==> src/hdl/cgms_pkg.sv <==
/*
 Constants and types of the clock generator mode sequencer.
 Assumes a 10 MHz bus clock and a classic Wishbone register port.
*/
package cgms_pkg;

    // ---------------------------------------------------------------
    // Register byte offsets
    // ---------------------------------------------------------------
    localparam logic [3:0] OFF_CTRL_ONE = 4'h0;
    localparam logic [3:0] OFF_CTRL_TWO = 4'h4;
    localparam logic [3:0] OFF_STATUS = 4'h8;

    // ---------------------------------------------------------------
    // Field positions
    // ---------------------------------------------------------------
    localparam int C1_SRC_SEL_LO = 6;
    localparam int C1_REF_DIV_LO = 3;
    localparam int C1_IREF = 2;
    localparam int C2_OUT_DIV_LO = 6;
    localparam int C2_RANGE = 5;
    localparam int C2_HIGH_GAIN = 4;
    localparam int C2_LOW_POWER = 3;
    localparam int C2_XTAL_SEL = 2;
    localparam int C2_EXT_CLK_EN = 1;
    localparam int ST_IREF = 4;
    localparam int ST_SRC_LO = 2;
    localparam int ST_OSC = 1;

    // ---------------------------------------------------------------
    // Clock source codes
    // ---------------------------------------------------------------
    localparam logic [1:0] SRC_LOOP = 2'h0;
    localparam logic [1:0] SRC_INT = 2'h1;
    localparam logic [1:0] SRC_EXT = 2'h2;
    localparam logic [1:0] SRC_RSVD = 2'h3;

    // ---------------------------------------------------------------
    // Reset values
    // ---------------------------------------------------------------
    localparam logic [7:0] RST_CTRL_ONE = 8'h04;
    localparam logic [7:0] RST_CTRL_TWO = 8'h00;

    // ---------------------------------------------------------------
    // Timing
    // ---------------------------------------------------------------
    localparam int CLK_PERIOD_NS = 100;
    localparam int SWITCH_TIME_NS = 1000;
    localparam int SWITCH_CYCLES = (SWITCH_TIME_NS + CLK_PERIOD_NS - 1) / CLK_PERIOD_NS;
    localparam logic [3:0] SWITCH_LAST = 4'(SWITCH_CYCLES - 1);

    // ---------------------------------------------------------------
    // Operating modes
    // ---------------------------------------------------------------
    typedef enum logic [2:0] {
        internal_ref_locked_mode,
        external_ref_locked_mode,
        internal_bypass_mode,
        external_bypass_mode,
        low_power_bypass_mode
    } cgms_mode_t;

endpackage : cgms_pkg

==> src/hdl/cgms_top.sv <==
/*
 Clock generator mode sequencer: control, status and mode tracking.
 Assumes a classic Wishbone master and a crystal oscillator whose
 stable indication is synchronous to clk.
*/
// Operation
// Bits 7:6 of control two set output divider; 00 divides by one.
// Bit 5 of control two selects the high frequency oscillator range.
// Bit 4 of control two selects high-gain oscillator operation.
// Bit 2 of control two set selects a crystal as external reference.
// External reference clock stays active while bit 1 of control two set.
// Status bit 1 sets once the selected crystal has initialized.
// Bits 7:6 of control one select clock source; 10 is external reference.
// Bits 5:3 of control one are reference divider; 111 divides by 128.
// Software keeps loop reference within 31.25 to 39.0625 kHz.
// Bit 2 of control one cleared selects external reference source.
// Status bit 4 shows reference in use; zero means external.
// Status bits 3:2 show active clock source; 10 means external.
// Low-power bit in external bypass mode disables both loops.
// Reset enters internal-reference locked-loop mode.
// Software follows the eight-step mode change order.
// Software does nothing between source select and low-power write.
// Software enters low-power bypass at once when reference too fast.
// Clock source select 00 selects the loop output.
// Status fields update only after the new source is switched in.
`timescale 1ns/1ps
module cgms_top (
    input wire logic clk,
    input wire logic nrst,
    input wire logic wb_cyc_i,
    input wire logic wb_stb_i,
    input wire logic wb_we_i,
    input wire logic [3:0] wb_adr_i,
    input wire logic [3:0] wb_sel_i,
    input wire logic [31:0] wb_dat_i,
    output logic [31:0] wb_dat_o,
    output logic wb_ack_o,
    input wire logic osc_stable,
    output logic osc_enable,
    output logic osc_high_range,
    output logic osc_high_gain,
    output logic osc_crystal_sel,
    output logic osc_ready_flag,
    output logic [1:0] output_divider,
    output logic [2:0] reference_divider,
    output logic [1:0] generator_source,
    output logic fll_enable,
    output logic pll_enable,
    output cgms_pkg::cgms_mode_t mode
);
    import cgms_pkg::*;

    // ---------------------------------------------------------------
    // State
    // ---------------------------------------------------------------
    typedef struct packed {
        logic [7:0] ctrl_one;
        logic [7:0] ctrl_two;
        logic ref_status;
        logic [1:0] clk_status;
        logic osc_ready;
        logic osc_on;
        logic [3:0] switch_cnt;
        cgms_mode_t mode;
        logic fll_on;
        logic pll_on;
        logic ack;
        logic [31:0] rdata;
    } cgms_state_t;

    cgms_state_t st;
    cgms_state_t next_st;

    logic req;
    logic want_ref;
    logic [1:0] want_clk;
    logic need_ext;
    logic ext_ok;
    logic clk_diff;
    logic pending;

    // ---------------------------------------------------------------
    // Address decode
    // ---------------------------------------------------------------
    function automatic logic cgms_hit(input logic [3:0] adr, input logic [3:0] off);
        cgms_hit = (adr[3:2] == off[3:2]);
    endfunction : cgms_hit

    // ---------------------------------------------------------------
    // Next state
    // ---------------------------------------------------------------
    always_comb
    begin
        next_st = st;
        req = wb_cyc_i & wb_stb_i & ~st.ack;
        next_st.ack = req;

        // Register writes take effect at the edge that raises ack
        if (req && wb_we_i && wb_sel_i[0])
        begin
            if (cgms_hit(wb_adr_i, OFF_CTRL_ONE))
            begin
                next_st.ctrl_one = wb_dat_i[7:0];
            end
            if (cgms_hit(wb_adr_i, OFF_CTRL_TWO))
            begin
                next_st.ctrl_two = wb_dat_i[7:0];
            end
        end

        // Read data, unmapped reads return zero
        next_st.rdata = 32'h0000_0000;
        if (req && !wb_we_i)
        begin
            if (cgms_hit(wb_adr_i, OFF_CTRL_ONE))
            begin
                next_st.rdata[7:0] = st.ctrl_one;
            end
            if (cgms_hit(wb_adr_i, OFF_CTRL_TWO))
            begin
                next_st.rdata[7:0] = st.ctrl_two;
            end
            if (cgms_hit(wb_adr_i, OFF_STATUS))
            begin
                next_st.rdata[ST_IREF] = st.ref_status;
                next_st.rdata[ST_SRC_LO+:2] = st.clk_status;
                next_st.rdata[ST_OSC] = st.osc_ready;
            end
        end

        // Oscillator control
        want_ref = next_st.ctrl_one[C1_IREF];
        want_clk = next_st.ctrl_one[C1_SRC_SEL_LO+:2];
        next_st.osc_on = next_st.ctrl_two[C2_EXT_CLK_EN] | ~want_ref
            | (want_clk == SRC_EXT);
        next_st.osc_ready = st.osc_on & next_st.osc_on
            & (st.osc_ready | osc_stable);

        // Source switching, status follows only once switched in
        need_ext = ~want_ref | (want_clk == SRC_EXT);
        ext_ok = ~st.ctrl_two[C2_XTAL_SEL] | st.osc_ready;
        clk_diff = (want_clk != SRC_RSVD) && (want_clk != st.clk_status);
        pending = (want_ref != st.ref_status) | clk_diff;
        if (pending && (ext_ok || !need_ext))
        begin
            if (st.switch_cnt == SWITCH_LAST)
            begin
                next_st.switch_cnt = 4'h0;
                next_st.ref_status = want_ref;
                if (clk_diff)
                begin
                    next_st.clk_status = want_clk;
                end
            end
            else
            begin
                next_st.switch_cnt = st.switch_cnt + 4'h1;
            end
        end
        else
        begin
            next_st.switch_cnt = 4'h0;
        end

        // Mode from the sources actually in use
        unique case (next_st.clk_status)
            SRC_LOOP:
            begin
                next_st.mode = next_st.ref_status ? internal_ref_locked_mode
                    : external_ref_locked_mode;
            end
            SRC_INT:
            begin
                next_st.mode = internal_bypass_mode;
            end
            SRC_EXT:
            begin
                next_st.mode = next_st.ctrl_two[C2_LOW_POWER] ? low_power_bypass_mode
                    : external_bypass_mode;
            end
            default:
            begin
                next_st.mode = st.mode;
            end
        endcase
        next_st.fll_on = (next_st.mode != low_power_bypass_mode);
        next_st.pll_on = 1'b0;
    end

    // ---------------------------------------------------------------
    // Registers
    // ---------------------------------------------------------------
    always_ff @(posedge clk or negedge nrst)
    begin
        if (!nrst)
        begin
            st <= '{
                ctrl_one: RST_CTRL_ONE,
                ctrl_two: RST_CTRL_TWO,
                ref_status: 1'b1,
                clk_status: SRC_LOOP,
                osc_ready: 1'b0,
                osc_on: 1'b0,
                switch_cnt: 4'h0,
                mode: internal_ref_locked_mode,
                fll_on: 1'b1,
                pll_on: 1'b0,
                ack: 1'b0,
                rdata: 32'h0000_0000
            };
        end
        else
        begin
            st <= next_st;
        end
    end

    // ---------------------------------------------------------------
    // Outputs
    // ---------------------------------------------------------------
    assign wb_dat_o = st.rdata;
    assign wb_ack_o = st.ack;
    assign osc_enable = st.osc_on;
    assign osc_high_range = st.ctrl_two[C2_RANGE];
    assign osc_high_gain = st.ctrl_two[C2_HIGH_GAIN];
    assign osc_crystal_sel = st.ctrl_two[C2_XTAL_SEL];
    assign osc_ready_flag = st.osc_ready;
    assign output_divider = st.ctrl_two[C2_OUT_DIV_LO+:2];
    assign reference_divider = st.ctrl_one[C1_REF_DIV_LO+:3];
    assign generator_source = st.clk_status;
    assign fll_enable = st.fll_on;
    assign pll_enable = st.pll_on;
    assign mode = st.mode;

    // ---------------------------------------------------------------
    // Assertions
    // ---------------------------------------------------------------
    a_ack_one_cycle: assert property (@(posedge clk) disable iff (!nrst)
        wb_ack_o |=> !wb_ack_o)
        else $error("ack held longer than one cycle");

    a_ack_latency: assert property (@(posedge clk) disable iff (!nrst)
        (wb_cyc_i && wb_stb_i && !wb_ack_o) |=> wb_ack_o)
        else $error("ack not given one cycle after request");

    a_divider_write: assert property (@(posedge clk) disable iff (!nrst)
        (wb_cyc_i && wb_stb_i && !wb_ack_o && wb_we_i && wb_sel_i[0]
            && wb_adr_i[3:2] == OFF_CTRL_TWO[3:2])
        |=> output_divider == $past(wb_dat_i[7:6])
            && osc_high_gain == $past(wb_dat_i[4]))
        else $error("control two write not applied");

    a_ext_clock_on: assert property (@(posedge clk) disable iff (!nrst)
        st.ctrl_two[C2_EXT_CLK_EN] |-> osc_enable)
        else $error("external reference off while enabled");

    a_osc_ready_cause: assert property (@(posedge clk) disable iff (!nrst)
        $rose(osc_ready_flag) |-> $past(osc_stable) && $past(osc_enable))
        else $error("oscillator flag set without stable crystal");

    a_status_switch_time: assert property (@(posedge clk) disable iff (!nrst)
        $changed(generator_source) |-> $past(st.switch_cnt) == SWITCH_LAST)
        else $error("clock status changed before switch time");

    a_ref_needs_osc: assert property (@(posedge clk) disable iff (!nrst)
        $fell(st.ref_status) |-> $past(ext_ok))
        else $error("external reference used before crystal ready");

    a_low_power_loops: assert property (@(posedge clk) disable iff (!nrst)
        (generator_source == SRC_EXT && st.ctrl_two[C2_LOW_POWER])
        |-> mode == low_power_bypass_mode && !fll_enable && !pll_enable)
        else $error("low-power bypass not entered");

    a_reset_mode: assert property (@(posedge clk) disable iff (!nrst)
        !$past(nrst) |-> mode == internal_ref_locked_mode && st.ref_status
            && generator_source == SRC_LOOP)
        else $error("reset did not enter internal locked mode");

    a_loop_source: assert property (@(posedge clk) disable iff (!nrst)
        (generator_source == SRC_LOOP)
        |-> (mode == internal_ref_locked_mode || mode == external_ref_locked_mode))
        else $error("loop source with bypass mode");

    a_range_write: assert property (@(posedge clk) disable iff (!nrst)
        (req && wb_we_i && wb_sel_i[0] && cgms_hit(wb_adr_i, OFF_CTRL_TWO))
        |=> osc_high_range == $past(wb_dat_i[C2_RANGE]))
        else $error("range select write not applied");

    a_xtal_sel_write: assert property (@(posedge clk) disable iff (!nrst)
        (req && wb_we_i && wb_sel_i[0] && cgms_hit(wb_adr_i, OFF_CTRL_TWO))
        |=> osc_crystal_sel == $past(wb_dat_i[C2_XTAL_SEL]))
        else $error("reference type write not applied");

    a_src_sel_write: assert property (@(posedge clk) disable iff (!nrst)
        (req && wb_we_i && wb_sel_i[0] && cgms_hit(wb_adr_i, OFF_CTRL_ONE))
        |=> st.ctrl_one[C1_SRC_SEL_LO+:2] == $past(wb_dat_i[C1_SRC_SEL_LO+:2]))
        else $error("source select write not applied");

    a_ref_div_write: assert property (@(posedge clk) disable iff (!nrst)
        (req && wb_we_i && wb_sel_i[0] && cgms_hit(wb_adr_i, OFF_CTRL_ONE))
        |=> reference_divider == $past(wb_dat_i[C1_REF_DIV_LO+:3]))
        else $error("reference divider write not applied");

    a_ref_sel_write: assert property (@(posedge clk) disable iff (!nrst)
        (req && wb_we_i && wb_sel_i[0] && cgms_hit(wb_adr_i, OFF_CTRL_ONE))
        |=> st.ctrl_one[C1_IREF] == $past(wb_dat_i[C1_IREF]))
        else $error("reference select write not applied");

    a_ref_status_read: assert property (@(posedge clk) disable iff (!nrst)
        (req && !wb_we_i && cgms_hit(wb_adr_i, OFF_STATUS))
        |=> wb_dat_o[ST_IREF] == $past(st.ref_status))
        else $error("reference status read wrong");

    a_clk_status_read: assert property (@(posedge clk) disable iff (!nrst)
        (req && !wb_we_i && cgms_hit(wb_adr_i, OFF_STATUS))
        |=> wb_dat_o[ST_SRC_LO+:2] == $past(generator_source))
        else $error("clock status read wrong");

    a_osc_flag_read: assert property (@(posedge clk) disable iff (!nrst)
        (req && !wb_we_i && cgms_hit(wb_adr_i, OFF_STATUS))
        |=> wb_dat_o[ST_OSC] == $past(osc_ready_flag))
        else $error("oscillator flag read wrong");

    a_flag_needs_osc: assert property (@(posedge clk) disable iff (!nrst)
        !osc_enable |-> !osc_ready_flag)
        else $error("oscillator flag set while oscillator off");

    a_no_rsvd_status: assert property (@(posedge clk) disable iff (!nrst)
        generator_source != SRC_RSVD)
        else $error("clock status shows reserved code");

    a_status_hold: assert property (@(posedge clk) disable iff (!nrst)
        st.switch_cnt != SWITCH_LAST |=> $stable(st.ref_status) && $stable(generator_source))
        else $error("status changed without full switch time");

    a_low_power_cause: assert property (@(posedge clk) disable iff (!nrst)
        mode == low_power_bypass_mode
        |-> generator_source == SRC_EXT && st.ctrl_two[C2_LOW_POWER])
        else $error("low-power bypass without external source");

    a_switch_count_max: assert property (@(posedge clk) disable iff (!nrst)
        st.switch_cnt <= SWITCH_LAST)
        else $error("switch counter past its end");

endmodule : cgms_top

==> config.mk <==
export PLATFORM = sky130hd
export DESIGN_NAME = cgms_top
export DESIGN_NICKNAME = d
export VERILOG_FILES = /design/src/hdl/cgms_pkg.sv /design/src/hdl/cgms_top.sv
export SDC_FILE = /design/constraint.sdc
export NUM_CORES = 1
export LEC_CHECK = 0
export BUFFER_PORTS_ARGS = -buffer_cell sky130_fd_sc_hd__buf_2
export CORE_MARGIN = 2
export CORE_UTILIZATION = 35
export DETAILED_ROUTE_END_ITERATION = 7
export HOLD_SLACK_MARGIN = 0.08
export SYNTH_ARGS = -nofsm -noshare
export SYNTH_HDL_FRONTEND = slang
export SYNTH_SLANG_ARGS = --single-unit
export TNS_END_PERCENT = 30
==> constraint.sdc <==
create_clock -name clk -period 2.18 [get_ports clk]
set_clock_uncertainty 0.1 [all_clocks]
set_input_delay 0.327 -clock clk [delete_from_list [all_inputs] [get_ports clk]]
set_output_delay 0.327 -clock clk [all_outputs]
set_load 0.01 [all_outputs]
## After elaboration in Yosys (flattened, before gate mapping)

Cells that the tools add are included.

- Reduce and logical (&&, ||, !) cells: 12
- Multiply operators: 0
- Add/subtract/negate cells: 1
- $lt $le $gt $ge: 0
- Bitwise gates (word level): 13
- Shift-type cells: 0
- Divide/modulo/power cells: 0
- Eq/ne operators: 10
- Mux-type cells: 15

Operators with widths:

| operator | count |
|---|---|
| two-way mux 8 bit | 5 |
| two-way mux 16 bit | 1 |
| two-way mux 4 bit | 3 |
| two-way mux 3 bit | 3 |
| case mux 3 bit (3 select lines) | 1 |
| == test 2 bit (second input constant) | 3 |
| OR 1 bit | 6 |
| logical AND 1 bit | 5 |
| adder 4 x 1 -> 4 bit (second input constant) | 1 |
| AND 1 bit | 4 |
| == test 2 x 1 -> 1 bit (second input constant) | 2 |
| == test 4 bit (second input constant) | 1 |
| zero test 2 bit | 2 |
| AND reduction 2 bit | 2 |
| inequality test 3 bit (second input constant) | 1 |
| NOT 1 bit | 3 |
| zero test 1 bit | 2 |
| two-way mux 2 bit | 1 |
| inequality test 2 bit | 1 |
| inequality test 2 bit (second input constant) | 1 |
| logical OR 1 bit | 1 |
| two-way mux 1 bit | 1 |
| inequality test 1 bit | 1 |

- Word-level logic and storage cells: 64
- ROM bits: 0
- Input port bits: 46
- Output and inout bits: 50
- Memories: 0
- Latch bits: 0
- Register bits after elaboration: 38
- Bits in writable memories: 0

## Depth between registers and ports, before layout

- Depth in word-level cells: 14
- Depth in mapped cells: 8
- Mapped depth without buffers: 7

## Least setup slack after synthesis

OpenSTA, ideal clock, no wires.

- Kind: reg2reg
- Start: register st (netlist bit wb_ack_o)
- End: register st (netlist bit mode[1])
- Data arrival time: 2.186 ns
- Buffers on the path: 1
- Slack: -0.193 ns
- Clock period less this slack: 2.373 ns
- Data required time: 1.993 ns
- Setup time: 0.087 ns
- Cell stages (with the launch flop): 8
- Cell sequence: dfrtp_1 nand3b_2 or2_0 buf_2 a2111oi_4 a21oi_2 or3_1 a22oi_1

RTL lines:

| what | RTL line | text |
|---|---|---|
| start: declaration | cgms_top.sv:71 | `cgms_state_t st;` |
| start signal: assignment | cgms_top.sv:197 | `st <= '{` |
| start signal: assignment | cgms_top.sv:214 | `st <= next_st;` |

==> summary.md <==
| Metric | Value |
|---|---|
| CTS sink cnt | `38` |
| First-pass GRT wire length | `between 6 and 7 mm` |
| DP HPWL | `between 3 and 4 mm` |
| Clk slew on worst S/H paths | `about 0.070 ns` |
| CTS Root Cell | `clkbuf_8` |
| P_int | `1390 uW` |
| Crit path required time | `approximately 2.3 ns` |
| R2r worst-path depth | `8` |
| Most frequent CP cell | `buf_4` |
| Critical path fanouts, max | `5` |
| Row cnt | `28` |
| Fin crit share | `a little over nine tenths` |
| Initial antenna violation count | `0` |
| Unique cell type count in the Yosys netlist | `43` |
| Post-DRT Antenna Nets | `0` |
| Clock buffer count from CTS | `5` |
| Worst path slowest cell | `dfrtp_1` |
| Post-synth EDFFs | `0` |
| Post-Layout Cell Count | `~330` |
| Final net count | `a little over 300` |
| CP Launch Point | `wb_ack_o` |
| Total negative slack | `0 ns` |
| Pwr Density | `around 770 mW/mm^2` |
| Fmax | `about 470 MHz` |
| Reg2reg start | `wb_ack_o` |
| Die area | `0.00666 sq mm` |
| P_sw | `between 500 and 600 uW` |
| Outcome | `finished, final reports clean` |
| Ys async rst share | `100%` |
| GR Overflow Total | `0` |
| Input/output buffers | `41` |
| Part of the power in registers | `between 40% and 50%` |
| Chip width | `81.6 microns` |
| Critical path arrival | `between 2 and 2.5 ns` |
| Top cell type's share of synthesized area | `roughly 42%` |
| Vias in the first global route | `between 1000 and 1500` |
| Final min period | `approximately 2.1 ns` |
| Setup CP Type | `reg -> reg` |
| Total number of vias | `~1500` |
| I/O pins | `96` |
| Crit-path max cell delay | `about 0.38 ns` |
| Pin count of the biggest net entering global routing | `39` |
| Setup-failing EPs final | `0` |
| Share of layout cells above drive strength 1 | `roughly two fifths` |
| Hold Path Stages | `2` |
| CTS max path bufs | `2` |
| Seq cells post-synth | `38` |
| Sw Share | `about 29%` |
| Max H-tree Level | `2` |
| Via density | `around 4.6` |
| Worst hold path type | `in -> reg` |
| DR iter-0 viols | `75` |
| Final hold violation count | `0` |
| Syn Area/Cell | `10.5 sq um` |
| Clk pwr share | `between 20 and 30%` |
| RSZ-0062 raised after global routing | `yes` |
| Routed wire per std cell | `about 13 microns` |
| ANT cells | `0` |
| Cells after Synth | `200` |
| Core area | `0.00589 sq mm` |
| Placer Congestion | `roughly 0.83` |
| Max-cap viol count | `0` |
| FILL cells | `approximately 580` |
| Die extent in y | `81.6 microns` |
| Pre-antenna DRT Iters | `4` |
| Remaining DRCs | `0` |
| Starting Density | `35.8%` |
| Gr usage total | `between 10% and 20%` |
| WL final | `approximately 4.2 mm` |
| Clock Latency Late Sink | `slightly below 0.3 ns` |
| Final design utilization | `between 40% and 50%` |
| Commonest cells in the netlist | `buf_4, dfrtp_1, mux2_2` |
| Pins Over Slew Limit | `0` |
| Synthesized area | `~0.0021 sq mm` |
| Area grow syn2layout | `21.7%` |
| Synth area leaders | `dfrtp_1, buf_4, mux2_2` |
| Final Power | `1960 uW` |
| Leak pwr | `approximately 0.0013 uW` |
| CP Capture Type | `register` |
| Post-CTS Setup Bufs | `0` |
| Register area share after synthesis | `between 40% and 50%` |
| Most frequent cell after synthesis | `buf_4` |
| Ys Warns | `0` |
| TritonCTS clock tree | `built` |
| Gate power share | `25.2%` |
| DP Cell Count | `between 300 and 400` |
| Largest vdd supply drop | `slightly below 300 uV` |
| Cell Chain, Critical Path | `nand3b_4 -> or2_4 -> buf_4 -> mux2i_2 -> buf_4 -> a21oi_2 -> or3_1 -> a22oi_1` |
| Synth area leader | `dfrtp_1` |
| Startpoint types | `register` |
| Hold Path Origin | `osc_stable` |
| Synth Flop Type | `dfrtp_1` |
layout by cell type, fill, tap and decap left out, types with 3 or more instances in the layout:
master	netlist	final
buf_2	1	41
dfrtp_1	35	35
buf_4	43	28
conb_1	1	25
mux2_2	14	14
nor2_1	13	13
mux2i_1	11	10
inv_1	9	9
nand2_1	9	9
a21oi_1	8	8
nor3_1	6	5
clkbuf_8	0	5
o21ai_0	6	4
dfstp_2	3	3
repair_timing:
| action | in CTS | in global routing |
|---|---|---|
| endpoints found under the hold margin | 35 | 0 |
| pin swaps | 0 | 1 |
| resized for setup | 3 | 9 |
| hold buffers | 1 | 0 |
| setup endpoints to repair | 7 | 8 |
power by group through the flow:
stage	clock [uW]	sequential (uW)	combinational, uW
after global routing	626	900	552
after CTS	603	883	473
final	582	886	494
after global placement	0	894	461
after floorplan	0	897	316
after detailed placement	0	896	467
metrics by stage:
stage / area [sq um] / setup slack (ns) / hold slack, ns
CTS: 2520 / 0.00948 / 0.166
finish: 2560 / 0.0617 / 0.174
global placement: 2390 / -0.248 / 0.304
floorplan: 2210 / -0.0474 / -0.0686
detailed placement: 2390 / -0.210 / 0.315
global route: 2560 / -0.0685 / 0.158
worst max-delay path, delay by kind of cell, from the launching register on:
family                 cells  cell delay, ns
AOI/OAI and AO/OA          2            0.23
DFF                        1            0.38
muxes                      1            0.22
and+or+nand+nor            3            0.76
buffers and inverters      2            0.34
path summary, 6_finish.rpt:
| path | to | slack, ns |
|---|---|---|
| setup / recovery | mode[1] | 0.06 |
| hold / removal | osc_ready_flag | 0.17 |
| setup reg to reg | mode[1] | 0.06 |
| hold reg to reg | st[38] | 0.40 |
| max in group asynchronous | st[46] | 1.10 |
| min in group asynchronous | generator_source[1] | 0.51 |
flip-flops by register name, summed over array words and instances, names as in the netlist, 2 cells and up:
| name | count |
|---|---|
| st | 13 |
| wb_dat_o | 8 |
| mode | 3 |
| reference_divider | 3 |
| generator_source | 2 |
| output_divider | 2 |
layer usage:
metal  global-route usage [%]  up-vias  wire [microns]
met5                        0        -               0
met1                     17.5      738            1890
met4                     5.00        0              49
met2                     21.4       51            1950
li1                         -      732               -
met3                     3.52        4             262
cell families after synthesis:
kind of cell | share of synthesized area [%]
buf+inv | 17.5
xor+xnor | 1.25
fa+ha+maj | 1.19
mux | 12.7
compound gates | 10.5
simple gates | 11.4
other cells | 0.178
flops | 45.3
final cells by class:
type | instances | area [sq um] | share of cell area [%]
Inverter | 9 | 33.8 | 1.32
Sequential cell | 38 | 955 | 37.2
Tap cell | 75 | 93.8 | 3.66
Clock buffer | 7 | 76.3 | 2.98
Multi-Input combinational cell | 131 | 938 | 36.6
Clock inverter | 1 | 30.0 | 1.17
Timing Repair Buffer | 71 | 437 | 17.0
Note: power is estimated with default switching activity, not from simulation.
